===== src/verilog/asep_defines.vh =====
// Constants for the static RAM host controller.
// Assumes a 25 MHz core clock (40 ns period).
`ifndef ASEP_DEFINES_VH
`define ASEP_DEFINES_VH
`define ASEP_CLK_PERIOD_NS   40
// Read cycle and access time, ns
`define ASEP_T_RC_NS         45
// Write pulse least time, ns (output turn-off 18 + data setup 25)
`define ASEP_T_HZWE_NS       18
`define ASEP_T_SD_NS         25
`define ASEP_T_PWE_NS        35
// Output turn-off after strobe release, ns
`define ASEP_T_HZOE_NS       18
// Cycle counts, least times rounded up
`define ASEP_CYC(ns)  (((ns)+`ASEP_CLK_PERIOD_NS-1)/`ASEP_CLK_PERIOD_NS)
`define ASEP_WR_SUM_NS (`ASEP_T_HZWE_NS+`ASEP_T_SD_NS)
`define ASEP_WR_NS    (`ASEP_WR_SUM_NS > `ASEP_T_PWE_NS ? \
                       `ASEP_WR_SUM_NS : `ASEP_T_PWE_NS)
`define ASEP_RD_CYC   `ASEP_CYC(`ASEP_T_RC_NS)
`define ASEP_WR_CYC   `ASEP_CYC(`ASEP_WR_NS)
`define ASEP_TA_CYC   `ASEP_CYC(`ASEP_T_HZOE_NS)
`endif


===== src/verilog/asep_host.v =====
// Host controller driving an asynchronous ECC static RAM.
// Assumes a single request at a time; data pins are resolved by the bench.
//
// Operation
// Device selected only when select_n low and select_p high.
// Deselected device floats data and idles regardless of other pins.
// Sixteen-bit mode with both lane enables high floats data.
// Write strobe held high through every read cycle.
// Sixteen-bit read with both lanes drives the whole word.
// Single-lane read drives only that lane; lower is bits 0-7.
// Sixteen-bit write with both lanes stores the whole word.
// Single-lane write updates only the enabled byte.
// Eight-bit read returns a byte on bits 0-7, lanes ignored.
// Eight-bit write stores bits 0-7, lanes ignored.
// Write starts when strobe, selects and a lane are all active.
// Write ends when first qualifying signal goes inactive.
// Host holds write data stable around the terminating edge.
// Device floats data when deselected, output strobe high, lane off.
// Write pulse with output strobe low lasts turn-off plus setup.
// Host never drives the data bus while the device drives it.
// Address valid before or with the combined select going active.
// Deselect with strobe release keeps outputs floating.
// Width select is a static strap: high sixteen-bit, low eight-bit; the host reloads it from wide_mode_i in every idle cycle.
// Error flag low on clean read, high on corrected error.
// Memory is 512K words by 19-bit address, plus byte address.
// Reads return the corrected value of the location.
`timescale 1ns/100ps
`include "asep_defines.vh"
module asep_host
#(
  parameter ADDR_W = 19,
  parameter DATA_W = 16,
  parameter RD_CYC = `ASEP_RD_CYC,
  parameter WR_CYC = `ASEP_WR_CYC,
  parameter TA_CYC = `ASEP_TA_CYC
)
(
  input  wire              core_clk_i,
  input  wire              resetn_i,
  // User request side
  input  wire              req_valid_i,
  input  wire              req_write_i,
  input  wire [ADDR_W:0]   req_addr_i,
  input  wire [DATA_W-1:0] req_wdata_i,
  input  wire [1:0]        req_lane_i,
  input  wire              wide_mode_i,
  output reg               req_ready_o,
  output reg               rsp_valid_o,
  output reg  [DATA_W-1:0] rsp_rdata_o,
  output reg               rsp_err_o,
  // Memory pins
  output reg  [ADDR_W-1:0] mem_addr_o,
  output reg               mem_byte_addr_o,
  output reg               select_n_o,
  output reg               select_p_o,
  output reg               write_n_o,
  output reg               out_en_n_o,
  output reg               upper_lane_enable_n_o,
  output reg               lower_lane_enable_n_o,
  output reg               width_sel_o,
  input  wire [DATA_W-1:0] mem_data_i,
  output reg  [DATA_W-1:0] mem_data_o,
  output reg  [DATA_W-1:0] mem_data_oe_o,
  input  wire              mem_err_i
);

////////////////////////////////////////////////////////////////////////////
reg [2:0] state;
reg [7:0] cnt;
reg       is_write;
reg [1:0] lanes;

////////////////////////////////////////////////////////////////////////////
// State codes
localparam [2:0] ST_IDLE  = 3'h0;
localparam [2:0] ST_SETUP = 3'h1;
localparam [2:0] ST_READ  = 3'h2;
localparam [2:0] ST_WRITE = 3'h3;
localparam [2:0] ST_HOLD  = 3'h4;
localparam [2:0] ST_TURN  = 3'h5;

// Per-bit data enables from the two lane flags
function [DATA_W-1:0] lane_bits;
  input [1:0] ln;
  begin
    lane_bits = {{8{ln[1]}}, {8{ln[0]}}};
  end
endfunction

// Effective lane mask: eight-bit mode uses the low lane only
function [1:0] lane_mask;
  input       wide;
  input [1:0] ln;
  begin
    lane_mask = wide ? ln : 2'h1;
  end
endfunction

////////////////////////////////////////////////////////////////////////////
always @(posedge core_clk_i or negedge resetn_i)
begin
  if (!resetn_i)
  begin
    state                 <= ST_IDLE;
    cnt                   <= 8'h00;
    is_write              <= 1'b0;
    lanes                 <= 2'h0;
    req_ready_o           <= 1'b0;
    rsp_valid_o           <= 1'b0;
    rsp_rdata_o           <= {DATA_W{1'b0}};
    rsp_err_o             <= 1'b0;
    mem_addr_o            <= {ADDR_W{1'b0}};
    mem_byte_addr_o       <= 1'b0;
    select_n_o            <= 1'b1;
    select_p_o            <= 1'b0;
    write_n_o             <= 1'b1;
    out_en_n_o            <= 1'b1;
    upper_lane_enable_n_o <= 1'b1;
    lower_lane_enable_n_o <= 1'b1;
    width_sel_o           <= 1'b1;
    mem_data_o            <= {DATA_W{1'b0}};
    mem_data_oe_o         <= {DATA_W{1'b0}};
  end
  else
  begin
    rsp_valid_o <= 1'b0;
    case (state)
      ST_IDLE:
      begin
        width_sel_o <= wide_mode_i;
        req_ready_o <= 1'b1;
        if (req_valid_i && req_ready_o)
        begin
          req_ready_o     <= 1'b0;
          is_write        <= req_write_i;
          // Mask follows the width this access will run with
          lanes           <= lane_mask(wide_mode_i, req_lane_i);
          // Address first, select one cycle later
          mem_addr_o      <= req_addr_i[ADDR_W:1];
          mem_byte_addr_o <= req_addr_i[0];
          mem_data_o      <= req_wdata_i;
          state           <= ST_SETUP;
        end
      end

      ST_SETUP:
      begin
        select_n_o            <= 1'b0;
        select_p_o            <= 1'b1;
        upper_lane_enable_n_o <= ~lanes[1];
        lower_lane_enable_n_o <= ~lanes[0];
        cnt                   <= 8'h00;
        if (is_write)
        begin
          write_n_o     <= 1'b0;
          out_en_n_o    <= 1'b1;
          mem_data_oe_o <= lane_bits(lanes);
          state         <= ST_WRITE;
        end
        else
        begin
          write_n_o  <= 1'b1;
          out_en_n_o <= 1'b0;
          state      <= ST_READ;
        end
      end

      ST_READ:
      begin
        cnt <= cnt + 8'h01;
        if (cnt == RD_CYC[7:0])
        begin
          // Corrected data and flag captured at access end
          rsp_rdata_o <= mem_data_i & lane_bits(lanes);
          rsp_err_o   <= mem_err_i;
          rsp_valid_o <= 1'b1;
          out_en_n_o  <= 1'b1;
          select_n_o  <= 1'b1;
          select_p_o  <= 1'b0;
          upper_lane_enable_n_o <= 1'b1;
          lower_lane_enable_n_o <= 1'b1;
          cnt         <= 8'h00;
          state       <= ST_TURN;
        end
      end

      ST_WRITE:
      begin
        cnt <= cnt + 8'h01;
        if (cnt == WR_CYC[7:0] - 8'h01)
        begin
          // Strobe ends the write; data held one more cycle
          write_n_o <= 1'b1;
          state     <= ST_HOLD;
        end
      end

      ST_HOLD:
      begin
        select_n_o            <= 1'b1;
        select_p_o            <= 1'b0;
        upper_lane_enable_n_o <= 1'b1;
        lower_lane_enable_n_o <= 1'b1;
        mem_data_oe_o         <= {DATA_W{1'b0}};
        rsp_valid_o           <= 1'b1;
        rsp_err_o             <= 1'b0;
        cnt                   <= 8'h00;
        state                 <= ST_TURN;
      end

      ST_TURN:
      begin
        // Bus turnaround so device outputs reach high impedance
        cnt <= cnt + 8'h01;
        if (cnt >= TA_CYC[7:0] - 8'h01)
          state <= ST_IDLE;
      end

      default:
        state <= ST_IDLE;
    endcase
  end
end

endmodule // asep_host


===== config.mk =====
export PLATFORM = sky130hd
export DESIGN_NAME = asep_host
export DESIGN_NICKNAME = d
export VERILOG_FILES = /design/src/verilog/asep_host.v
export VERILOG_INCLUDE_DIRS = /design/src /design/src/verilog
export SDC_FILE = /design/constraint.sdc
export NUM_CORES = 1
export LEC_CHECK = 0
export BUFFER_PORTS_ARGS = -buffer_cell sky130_fd_sc_hd__buf_4
export CORE_ASPECT_RATIO = 0.5
export CORE_MARGIN = 2
export CORE_UTILIZATION = 30
export DETAILED_ROUTE_END_ITERATION = 10
export GPL_ROUTABILITY_DRIVEN = 0
export HOLD_SLACK_MARGIN = 0.06
export SYNTH_ARGS = -nofsm -noshare
export SYNTH_HDL_FRONTEND = slang
export SYNTH_SLANG_ARGS = --single-unit

===== constraint.sdc =====
create_clock -name core_clk_i -period 5.28 [get_ports core_clk_i]
set_clock_uncertainty 0.15 [all_clocks]
set_input_delay 0.528 -clock core_clk_i [delete_from_list [all_inputs] [get_ports core_clk_i]]
set_output_delay 0.528 -clock core_clk_i [all_outputs]
set_load 0.05 [all_outputs]

==> qor.yml, run 1 <==
hp-class: "in -> async"
cp_data_required_time_ns: 5.34
path_max_fanout: 42
synth_enable_flop_cells: 0
critical_path_class: "reg -> reg"
track_usage_pct: 12.8
met1_length_um: 3630
synthFlopType: "dfrtp_1"
portBuffers: 137
io_pins: 138
syn_avg_cell_area_um2: 11.5
r2r-start: "state[2]$_DFFE_PN0P_"
clk_latency_ns: 0.33
slew_viol_final: 0
die-area_um2: 12800
postSynthCellCount: 310
grt_pass1_wl_um: 12600
cts-root-buf: "clkbuf_16"
fin_setup_tns_ns: 0
drive_above_1_share_pct: 47.0
die_y_um: 81.0
first_iter_violations: 152
end_kind: "flip-flop"
wire_per_inst_um: 13.7
final-hold-violation-count: 0
postCtsSetupRepairBufs: 0
syn2layout_area_growth_pct: 36.0
fin_crit_sh_pct: 49.5
grt_overflow: 0
h-tree-depth: 3
antenna_found_initial: 0
ys_warn_count: 0
synth_area_um2: 3550
wl_um: 8170
dp_cells: 581
cts_buffers: 9
cts_resized: 0
slew_headroom_pct: 34.9
holdWs_ns: 0.203
grt_setup_unrepaired: "no"
synth_cell_type_count: 52
post-route-min-period_ns: 2.62
routed.top_layer: "met4"
status: "completed"
via_count: 2656
firstDrtPassIters: 4
final_util_pct: 41.4
vias_per_cell: 4.45
nNetsFinal: 490
clock-sinks: 78
met2_length_um: 4030
die_x_um: 158
setup_viol: 0
clkTransAtPathRegs_ns: 0.06
rows: 28
drv_cap: 0
ys_ff_latch: 78
final_cells: 597
fmax_ghz: 0.382
postCtsHoldBufs: 0
grt_max_degree: 79
wl_met3_um: 373
max_slew.worst_pin.slew_ns: 0.977
ant_nets: 0
hpwlAfterDp_um: 5750
async_reset_ff_share_pct: 100
cp-start-kind: "flip-flop"
core_um2: 11700
grt_pass1_vias: 2411
cts_max_path_buffers: 2
cts_tree: "done"
cp.arrival_ns: 2.68
startpoint: "state[2]$_DFFE_PN0P_"
drc_errors: 0
start_util_pct: 30.5
n_antenna_cell: 0
seq_area_frac_synth_pct: 55.1
synth_nets: 373
## flip-flops by register name, indices dropped and copies added, names as in the netlist, 2 cells and up
register,cells
mem_addr_o,19
mem_data_o,16
rsp_rdata_o,16
cnt,8
state,3
lanes,2
mem_data_oe_o,2
## cells in the mapped netlist, types with 4 or more instances
cell type	number	share of area (%)
nor2b_1	6	1.1
buf_6	4	1.3
a21oi_1	14	2.0
nand3_1	7	0.99
nand4_1	4	0.70
dfstp_2	6	4.4
inv_1	5	0.53
o21ai_1	14	2.0
buf_4	19	4.0
dfrtp_1	72	51
o21ai_0	6	0.85
mux2_2	37	12
o21ai_2	4	0.99
nor2_1	15	1.6
nand2_1	40	4.2
clkbuf_1	4	0.42
## worst paths after layout
kind | slack, ns | depth (start not counted) | endpoint
max in group asynchronous | 4.14 | 1 | state[2]$_DFFE_PN0P_
worst max register to register | 2.66 | 3 | mem_data_o[4]$_DFFE_PN0P_
min in group core_clk_i | 0.26 | 2 | lanes[0]$_DFFE_PN0P_
worst min register to register | 0.31 | 2 | width_sel_o$_DFFE_PN1P_
worst min-delay path | 0.20 | 1 | mem_data_o[2]$_DFFE_PN0P_
worst max-delay path | 2.66 | 3 | mem_data_o[4]$_DFFE_PN0P_
## cell type report
type	instances	area, µm²
clock inverters	2	10.0
clock buffers	14	254
inverters	5	18.8
fillers	1154	6830
flip-flops and latches	78	1960
multi-input cells	196	1360
well taps	165	206
repair buffers	137	1030
## per-layer routing
layer	track usage, %	up-vias
met3	3.74	11
met5	0	-
met1	16.6	1275
met2	20.5	60
li1	-	1310
met4	4.91	0
## stage by stage
stage / setup WS (ns) / instance area, µm²
floorplan: 3.49 / 3550
global placement: 2.67 / 4570
detailed placement: 2.64 / 4570
CTS: 2.63 / 4830
global route: 2.48 / 4830
finish: 2.66 / 4830
## placed cells by master (no fill, tap or decap), drive strengths merged, types with 2 or more instances in the layout
cell	n
buf	137
dfrtp	72
nand2	40
mux2	37
o21ai	24
nor2	15
a21oi	14
clkbuf	14
nand3	7
nor2b	6
dfstp	6
inv	5
nand4	5
nand2b	3
and2	3
a31oi	3
ha	3
o21a	2
nor3b	2
a2bb2oi	2
a32o	2
a22o	2
xnor2	2
xor2	2
clkinv	2
nor3	2
## cell families (layout without fill, tap and decap cells)
family	after synthesis	in the layout	share of synthesized area (%)
AO/OA/AOI/OAI	58	58	10.4
XOR/XNOR	4	4	0.986
adder cells (fa/ha/maj)	3	3	1.06
buffers and inverters	36	158	6.76
flip-flops	78	78	55.1
multiplexers	37	37	11.7
AND/OR/NAND/NOR	94	94	13.9
## worst max-delay path, stage by stage (launching register included)
cell and delay [ns]:
dfrtp_1 0.64, nor3_2 0.42, and3_2 0.86, mux2_2 0.42
Power of run 1 is left out: the tool's default activity adds up to more than one toggle a clock period on the data nets, which glitch-free logic cannot reach.
==> run 2: changes to the inputs <==
ABC_AREA = 1   (was unset)
clock period = 2.3 ns   (was 5.28 ns; I/O delays follow)
==> run 2 against run 1 <==
Against the previous run:
- critical path depth rose by 3
- utilization rose by 7.1 points
- register-to-register slack got worse by 2.3 ns
- critical path type unchanged
- final area rose by 12%
- synthesized cell count rose by 27%
==> qor.yml, run 2 <==
status: "completed"
postCtsHoldBufs: 59
die_y_um: 80.0
r2r-start: "state[2]$_DFFE_PN0P_"
cp_slowest_stage_delay_ns: 0.56
fin_crit_sh_pct: 85.7
die_x_um: 156
max_flop_register: "mem_addr_o"
wire_per_inst_um: 12.4
first_iter_violations: 179
yosys.area.top_type_share_pct: 51.9
h-tree-depth: 3
die-area_um2: 12500
startpoint: "state[2]$_DFFE_PN0P_"
start_util_pct: 31.2
drv_cap: 0
setup_viol: 0
async_reset_ff_share_pct: 100
via_count: 3166
cts_max_path_buffers: 2
yosys-top-cells-area: "dfrtp_1 (52%), nand2_1 (20%), dfstp_2 (4.5%)"
wl_um: 9020
drc_errors: 0
track_usage_pct: 15.0
worstReg2RegEnd: "lanes[1]$_DFFE_PN0P_"
postSynthCellCount: 394
slew_viol_final: 0
ys_ff_latch: 78
drive_above_1_share_pct: 32.7
cts_resized: 0
top_regs: "mem_addr_o: 19 flops, mem_data_o: 16 flops, rsp_rdata_o: 16 flops"
slew_headroom_pct: 76.0
worstSetupEndpoint: "lanes[1]$_DFFE_PN0P_"
vdd_drop_max_mv: 0.644
synth_nets: 457
max_slew.worst_pin.slew_ns: 0.361
clk_latency_ns: 0.33
fin_setup_tns_ns: 0
final-hold-violation-count: 0
cpMaxStageDelayCell: "dlygate4sd3_1"
crit_chain: "nor2_1 > nand2_2 > nor2_8 > nand3_1 > dlygate4sd3_1 > o21ai_0"
vias_per_cell: 4.34
dp_cells: 654
largest_reg_flops: 19
leakage_nw: 2.84
path_max_fanout: 23
power_density_nw_per_um2: 1590
core_um2: 11100
cp_data_required_time_ns: 2.40
synth_cell_type_count: 25
grt_pass1_wl_um: 14600
syn2layout_area_growth_pct: 55.6
post-route-min-period_ns: 1.97
firstDrtPassIters: 5
cts_tree: "done"
cp.arrival_ns: 2.07
final_common_cell: "nand2_1"
n_antenna_cell: 0
end_kind: "flip-flop"
ys_warn_count: 0
r2r_slack_ns: 0.33
antenna_found_initial: 0
crit_family: "simple AND/OR/NAND/NOR gates"
grt_pass1_vias: 3100
final_cells: 729
rows: 27
path_depth: 6
grt_max_degree: 37
cts-root-buf: "clkbuf_16"
postCtsSetupRepairBufs: 0
fmax_ghz: 0.507
synth_area_um2: 3470
grt_setup_unrepaired: "no"
syn_avg_cell_area_um2: 8.80
synthFlopType: "dfrtp_1"
cts_buffers: 9
cp-start-kind: "flip-flop"
hpwlAfterDp_um: 6220
ant_nets: 0
portBuffers: 137
hp-class: "in -> async"
seq_area_frac_synth_pct: 56.5
io_pins: 138
synth_enable_flop_cells: 0
fillerInstances: 1026
layout_common_cells: "nand2_1 (188), buf_4 (139), dfrtp_1 (72)"
reg2reg_depth: 6
synth_area_leader_cell: "dfrtp_1"
clock-sinks: 78
cp.buffers_inverters: 1
clkTransAtPathRegs_ns: 0.06
critical_path_class: "reg -> reg"
synth.most_common_cell: "nand2_1"
grt_overflow: 0
yosys-top-cells-count: "nand2_1 (188), dfrtp_1 (72), nor2_1 (22), buf_4 (18), o21ai_2 (15)"
nNetsFinal: 642
==> run 2: routing by layer <==
| metal | vias to the layer above | GRT usage, % | part of all wire [%] |
|---|---|---|---|
| li1 | 1572 | - | - |
| met1 | 1490 | 18.5 | 43 |
| met2 | 83 | 25.4 | 50 |
| met3 | 21 | 4.02 | 4.1 |
| met4 | 0 | 6.06 | 2.4 |
| met5 | - | 0 | 0 |
==> run 2: worst min-delay path by stage <==
stage,start,to,slack [ns],cells past startpoint
CTS,resetn_i,cnt[0]$_DFFE_PN0P_,0.18,2
floorplan,resetn_i,cnt[0]$_DFFE_PN0P_,-0.22,0
finish,resetn_i,cnt[3]$_DFFE_PN0P_,0.19,2
global placement,resetn_i,rsp_err_o$_DFFE_PN0P_,-0.002,1
global route,resetn_i,cnt[3]$_DFFE_PN0P_,0.20,2
detailed placement,resetn_i,rsp_err_o$_DFFE_PN0P_,-0.0002,1
==> run 2: cells by family (layout without fill, tap and decap cells) <==
group	after synthesis	after routing	synth area share [%]
buffers and inverters	44	234	8.08
XOR/XNOR	4	4	1.01
adder cells (fa/ha/maj)	3	3	1.08
flip-flops	78	78	56.5
AO/OA/AOI/OAI	32	32	6.31
AND/OR/NAND/NOR	233	233	27.0
==> run 2: per-stage QoR <==
step                hold WS (ns)  cell area [µm²]  setup WS [ns]  power [mW]  util, %
CTS                        0.183             5400          0.299        8.68     48.6
floorplan                 -0.216             3470          0.669        5.92        -
finish                     0.185             5400          0.329        8.60     48.6
global placement        -0.00224             4520          0.615        7.19     40.7
detailed placement     -0.000209             4520          0.609        7.23     40.7
global route               0.204             5400          0.123        9.16     48.6
==> run 2: report_power, final <==
part	switching (mW)	internal [mW]	total, mW
logic	3.43	1.39	4.82
clock network	0.591	0.743	1.33
registers	0.419	2.02	2.44
==> run 2: area by class of cell <==
| class | instances | area, µm² | share of cell area, % |
|---|---|---|---|
| inverter | 18 | 70.1 | 1.30 |
| clock inverter | 7 | 57.6 | 1.07 |
| timing repair buffer | 200 | 1670 | 31.0 |
| clock buffer | 9 | 225 | 4.17 |
| sequential | 78 | 1960 | 36.3 |
| multi-input combinational | 272 | 1230 | 22.8 |
| tap | 145 | 181 | 3.36 |
No activity file was read; power rests on OpenSTA's default activity.
==> run 3: changes to the inputs <==
ABC_AREA = unset   (was 1)
==> run 3 against run 2 <==
Against the previous run:
- critical path depth unchanged
- utilization decreased by 0.96 points
- critical endpoint is now lanes[0]$_DFFE_PN0P_
- final area increased by 2.9%
- flip-flop and latch count unchanged
- clock power about the same
- total power increased by 6.9%
- worst hold slack improved by 0.10 ns
- final cell count decreased by 8.0%
- first-iteration DRC count increased by 8.4%
- fmax decreased by 8.0%
- sequential power increased by 4%
- largest power group unchanged
- worst setup slack got worse by 0.17 ns
- highest routed layer unchanged
==> qor.yml, run 3 (same netlist as run 1, synthesis figures left out) <==
slew_viol_final: 0
cts_max_path_buffers: 2
met2_length_um: 4950
fin_setup_tns_ns: 0
grt_overflow: 0
layout_common_cells: "buf_4 (153), dfrtp_1 (71), dlygate4sd3_1 (58)"
hp-class: "in -> async"
final_common_cell: "buf_4"
cts_tree: "done"
post-route-min-period_ns: 2.14
vdd_drop_max_mv: 0.638
max_slew.worst_pin.slew_ns: 0.554
crit_chain: "nor3_2 > and3_2 > buf_4 > nor2_1 > a31oi_1 > dlygate4sd3_1"
track_usage_pct: 14.9
fin_crit_sh_pct: 93.2
rows: 28
syn2layout_area_growth_pct: 56.3
vias_per_cell: 4.52
final_cells: 671
cp_slowest_stage_delay_ns: 0.56
fmax_ghz: 0.467
critical_path_class: "reg -> reg"
slew_headroom_pct: 63.1
die_y_um: 81.0
grt_max_degree: 44
leakage_nw: 2.57
io_pins: 138
drive_above_1_share_pct: 43.7
wire_per_inst_um: 14.1
n_antenna_cell: 0
cts_buffers: 9
final-hold-violation-count: 0
clk_latency_ns: 0.33
cp_data_required_time_ns: 2.42
fillerInstances: 1071
met1_length_um: 3810
grt_pass1_vias: 2928
wl_um: 9470
portBuffers: 137
path_max_fanout: 21
nNetsFinal: 564
via_count: 3035
power_mw: 9.19
start_util_pct: 30.5
max_flop_register: "mem_addr_o"
ant_nets: 0
end_kind: "flip-flop"
die_x_um: 158
status: "completed"
firstDrtPassIters: 4
power_density_nw_per_um2: 1660
dp_cells: 597
antenna_found_initial: 0
clock-sinks: 78
cpMaxStageDelayCell: "dlygate4sd3_1"
first_iter_violations: 194
core_um2: 11700
h-tree-depth: 3
clkTransAtPathRegs_ns: 0.06
cp-start-kind: "flip-flop"
wl_met3_um: 538
largest_reg_flops: 19
hpwlAfterDp_um: 6270
cp.arrival_ns: 2.26
grt_pass1_wl_um: 14600
routed.top_layer: "met4"
top_regs: "mem_addr_o: 19 flops, mem_data_o: 16 flops, rsp_rdata_o: 16 flops"
cts-root-buf: "clkbuf_16"
drv_cap: 0
setup_viol: 0
holdWs_ns: 0.290
grt_setup_unrepaired: "no"
drc_errors: 0
die-area_um2: 12800
[run 3: changes by cell type in the layout (fill, tap and decap cells not counted), sizes merged, moves of 7 or more]
cell   delta
buf      +12
nand2   -152
o21ai     -7
inv      -16
nor2     -11
mux2     +37
a21oi    +14
[run 3: final cells by class]
class                      instances  area, µm²  share of cell area [%]
tap                              165        206                    3.72
timing repair buffer             211       1730                    31.1
multi-input combinational        196       1360                    24.4
clock buffer                      15        278                    5.00
inverter                           5       18.8                   0.338
sequential                        78       1960                    35.3
clock inverter                     1       5.00                  0.0901
[run 3: stage by stage]
step                      cell area, µm²  utilization [%]  setup slack [ns]
final                               5550             47.6             0.157
after global routing                5550             47.6            0.0225
after CTS                           5550             47.6             0.100
after detailed placement            4690             40.2             0.278
after global placement              4690             40.2             0.339
after floorplan                     3550                -             0.508
[run 3: worst paths after layout]
| kind | end | slack [ns] | cells after the start | start |
|---|---|---|---|---|
| max | lanes[0]$_DFFE_PN0P_ | 0.16 | 6 | state[2]$_DFFE_PN0P_ |
| max in group asynchronous | write_n_o$_DFFE_PN1P_ | 0.95 | 3 | resetn_i |
| min | mem_data_o[2]$_DFFE_PN0P_ | 0.29 | 2 | resetn_i |
| min in group core_clk_i | width_sel_o$_DFFE_PN1P_ | 0.32 | 2 | width_sel_o$_DFFE_PN1P_ |
| max reg2reg | lanes[0]$_DFFE_PN0P_ | 0.16 | 6 | state[2]$_DFFE_PN0P_ |
| min reg2reg | width_sel_o$_DFFE_PN1P_ | 0.32 | 2 | width_sel_o$_DFFE_PN1P_ |
[run 3: critical path, delay by kind of cell (launching register included)]
kind / cells / cell delay [ns]
AO/OA/AOI/OAI: 1 / 0.12
AND/OR/NAND/NOR: 3 / 0.50
flip-flops: 1 / 0.46
buffers and inverters: 2 / 0.83
[run 3: routing by layer]
metal | vias to the layer above | track usage, %
met5 | - | 0
met4 | 0 | 5.00
met3 | 19 | 3.90
met2 | 87 | 26.3
met1 | 1475 | 17.8
li1 | 1454 | -
[run 3: report_power, final]
part           switching (mW)  total [mW]  internal, mW
Combinational            3.46        5.32          1.85
Sequential              0.480        2.53          2.05
Clock                   0.528        1.35         0.819
[run 3: repair_timing]
action / CTS / global route
setup endpoints to repair: 0 / 1
buffers inserted: 0 / 0
hold buffers: 58 / 0
endpoints found under the hold margin: 98 / 0
resized for setup: 0 / 1
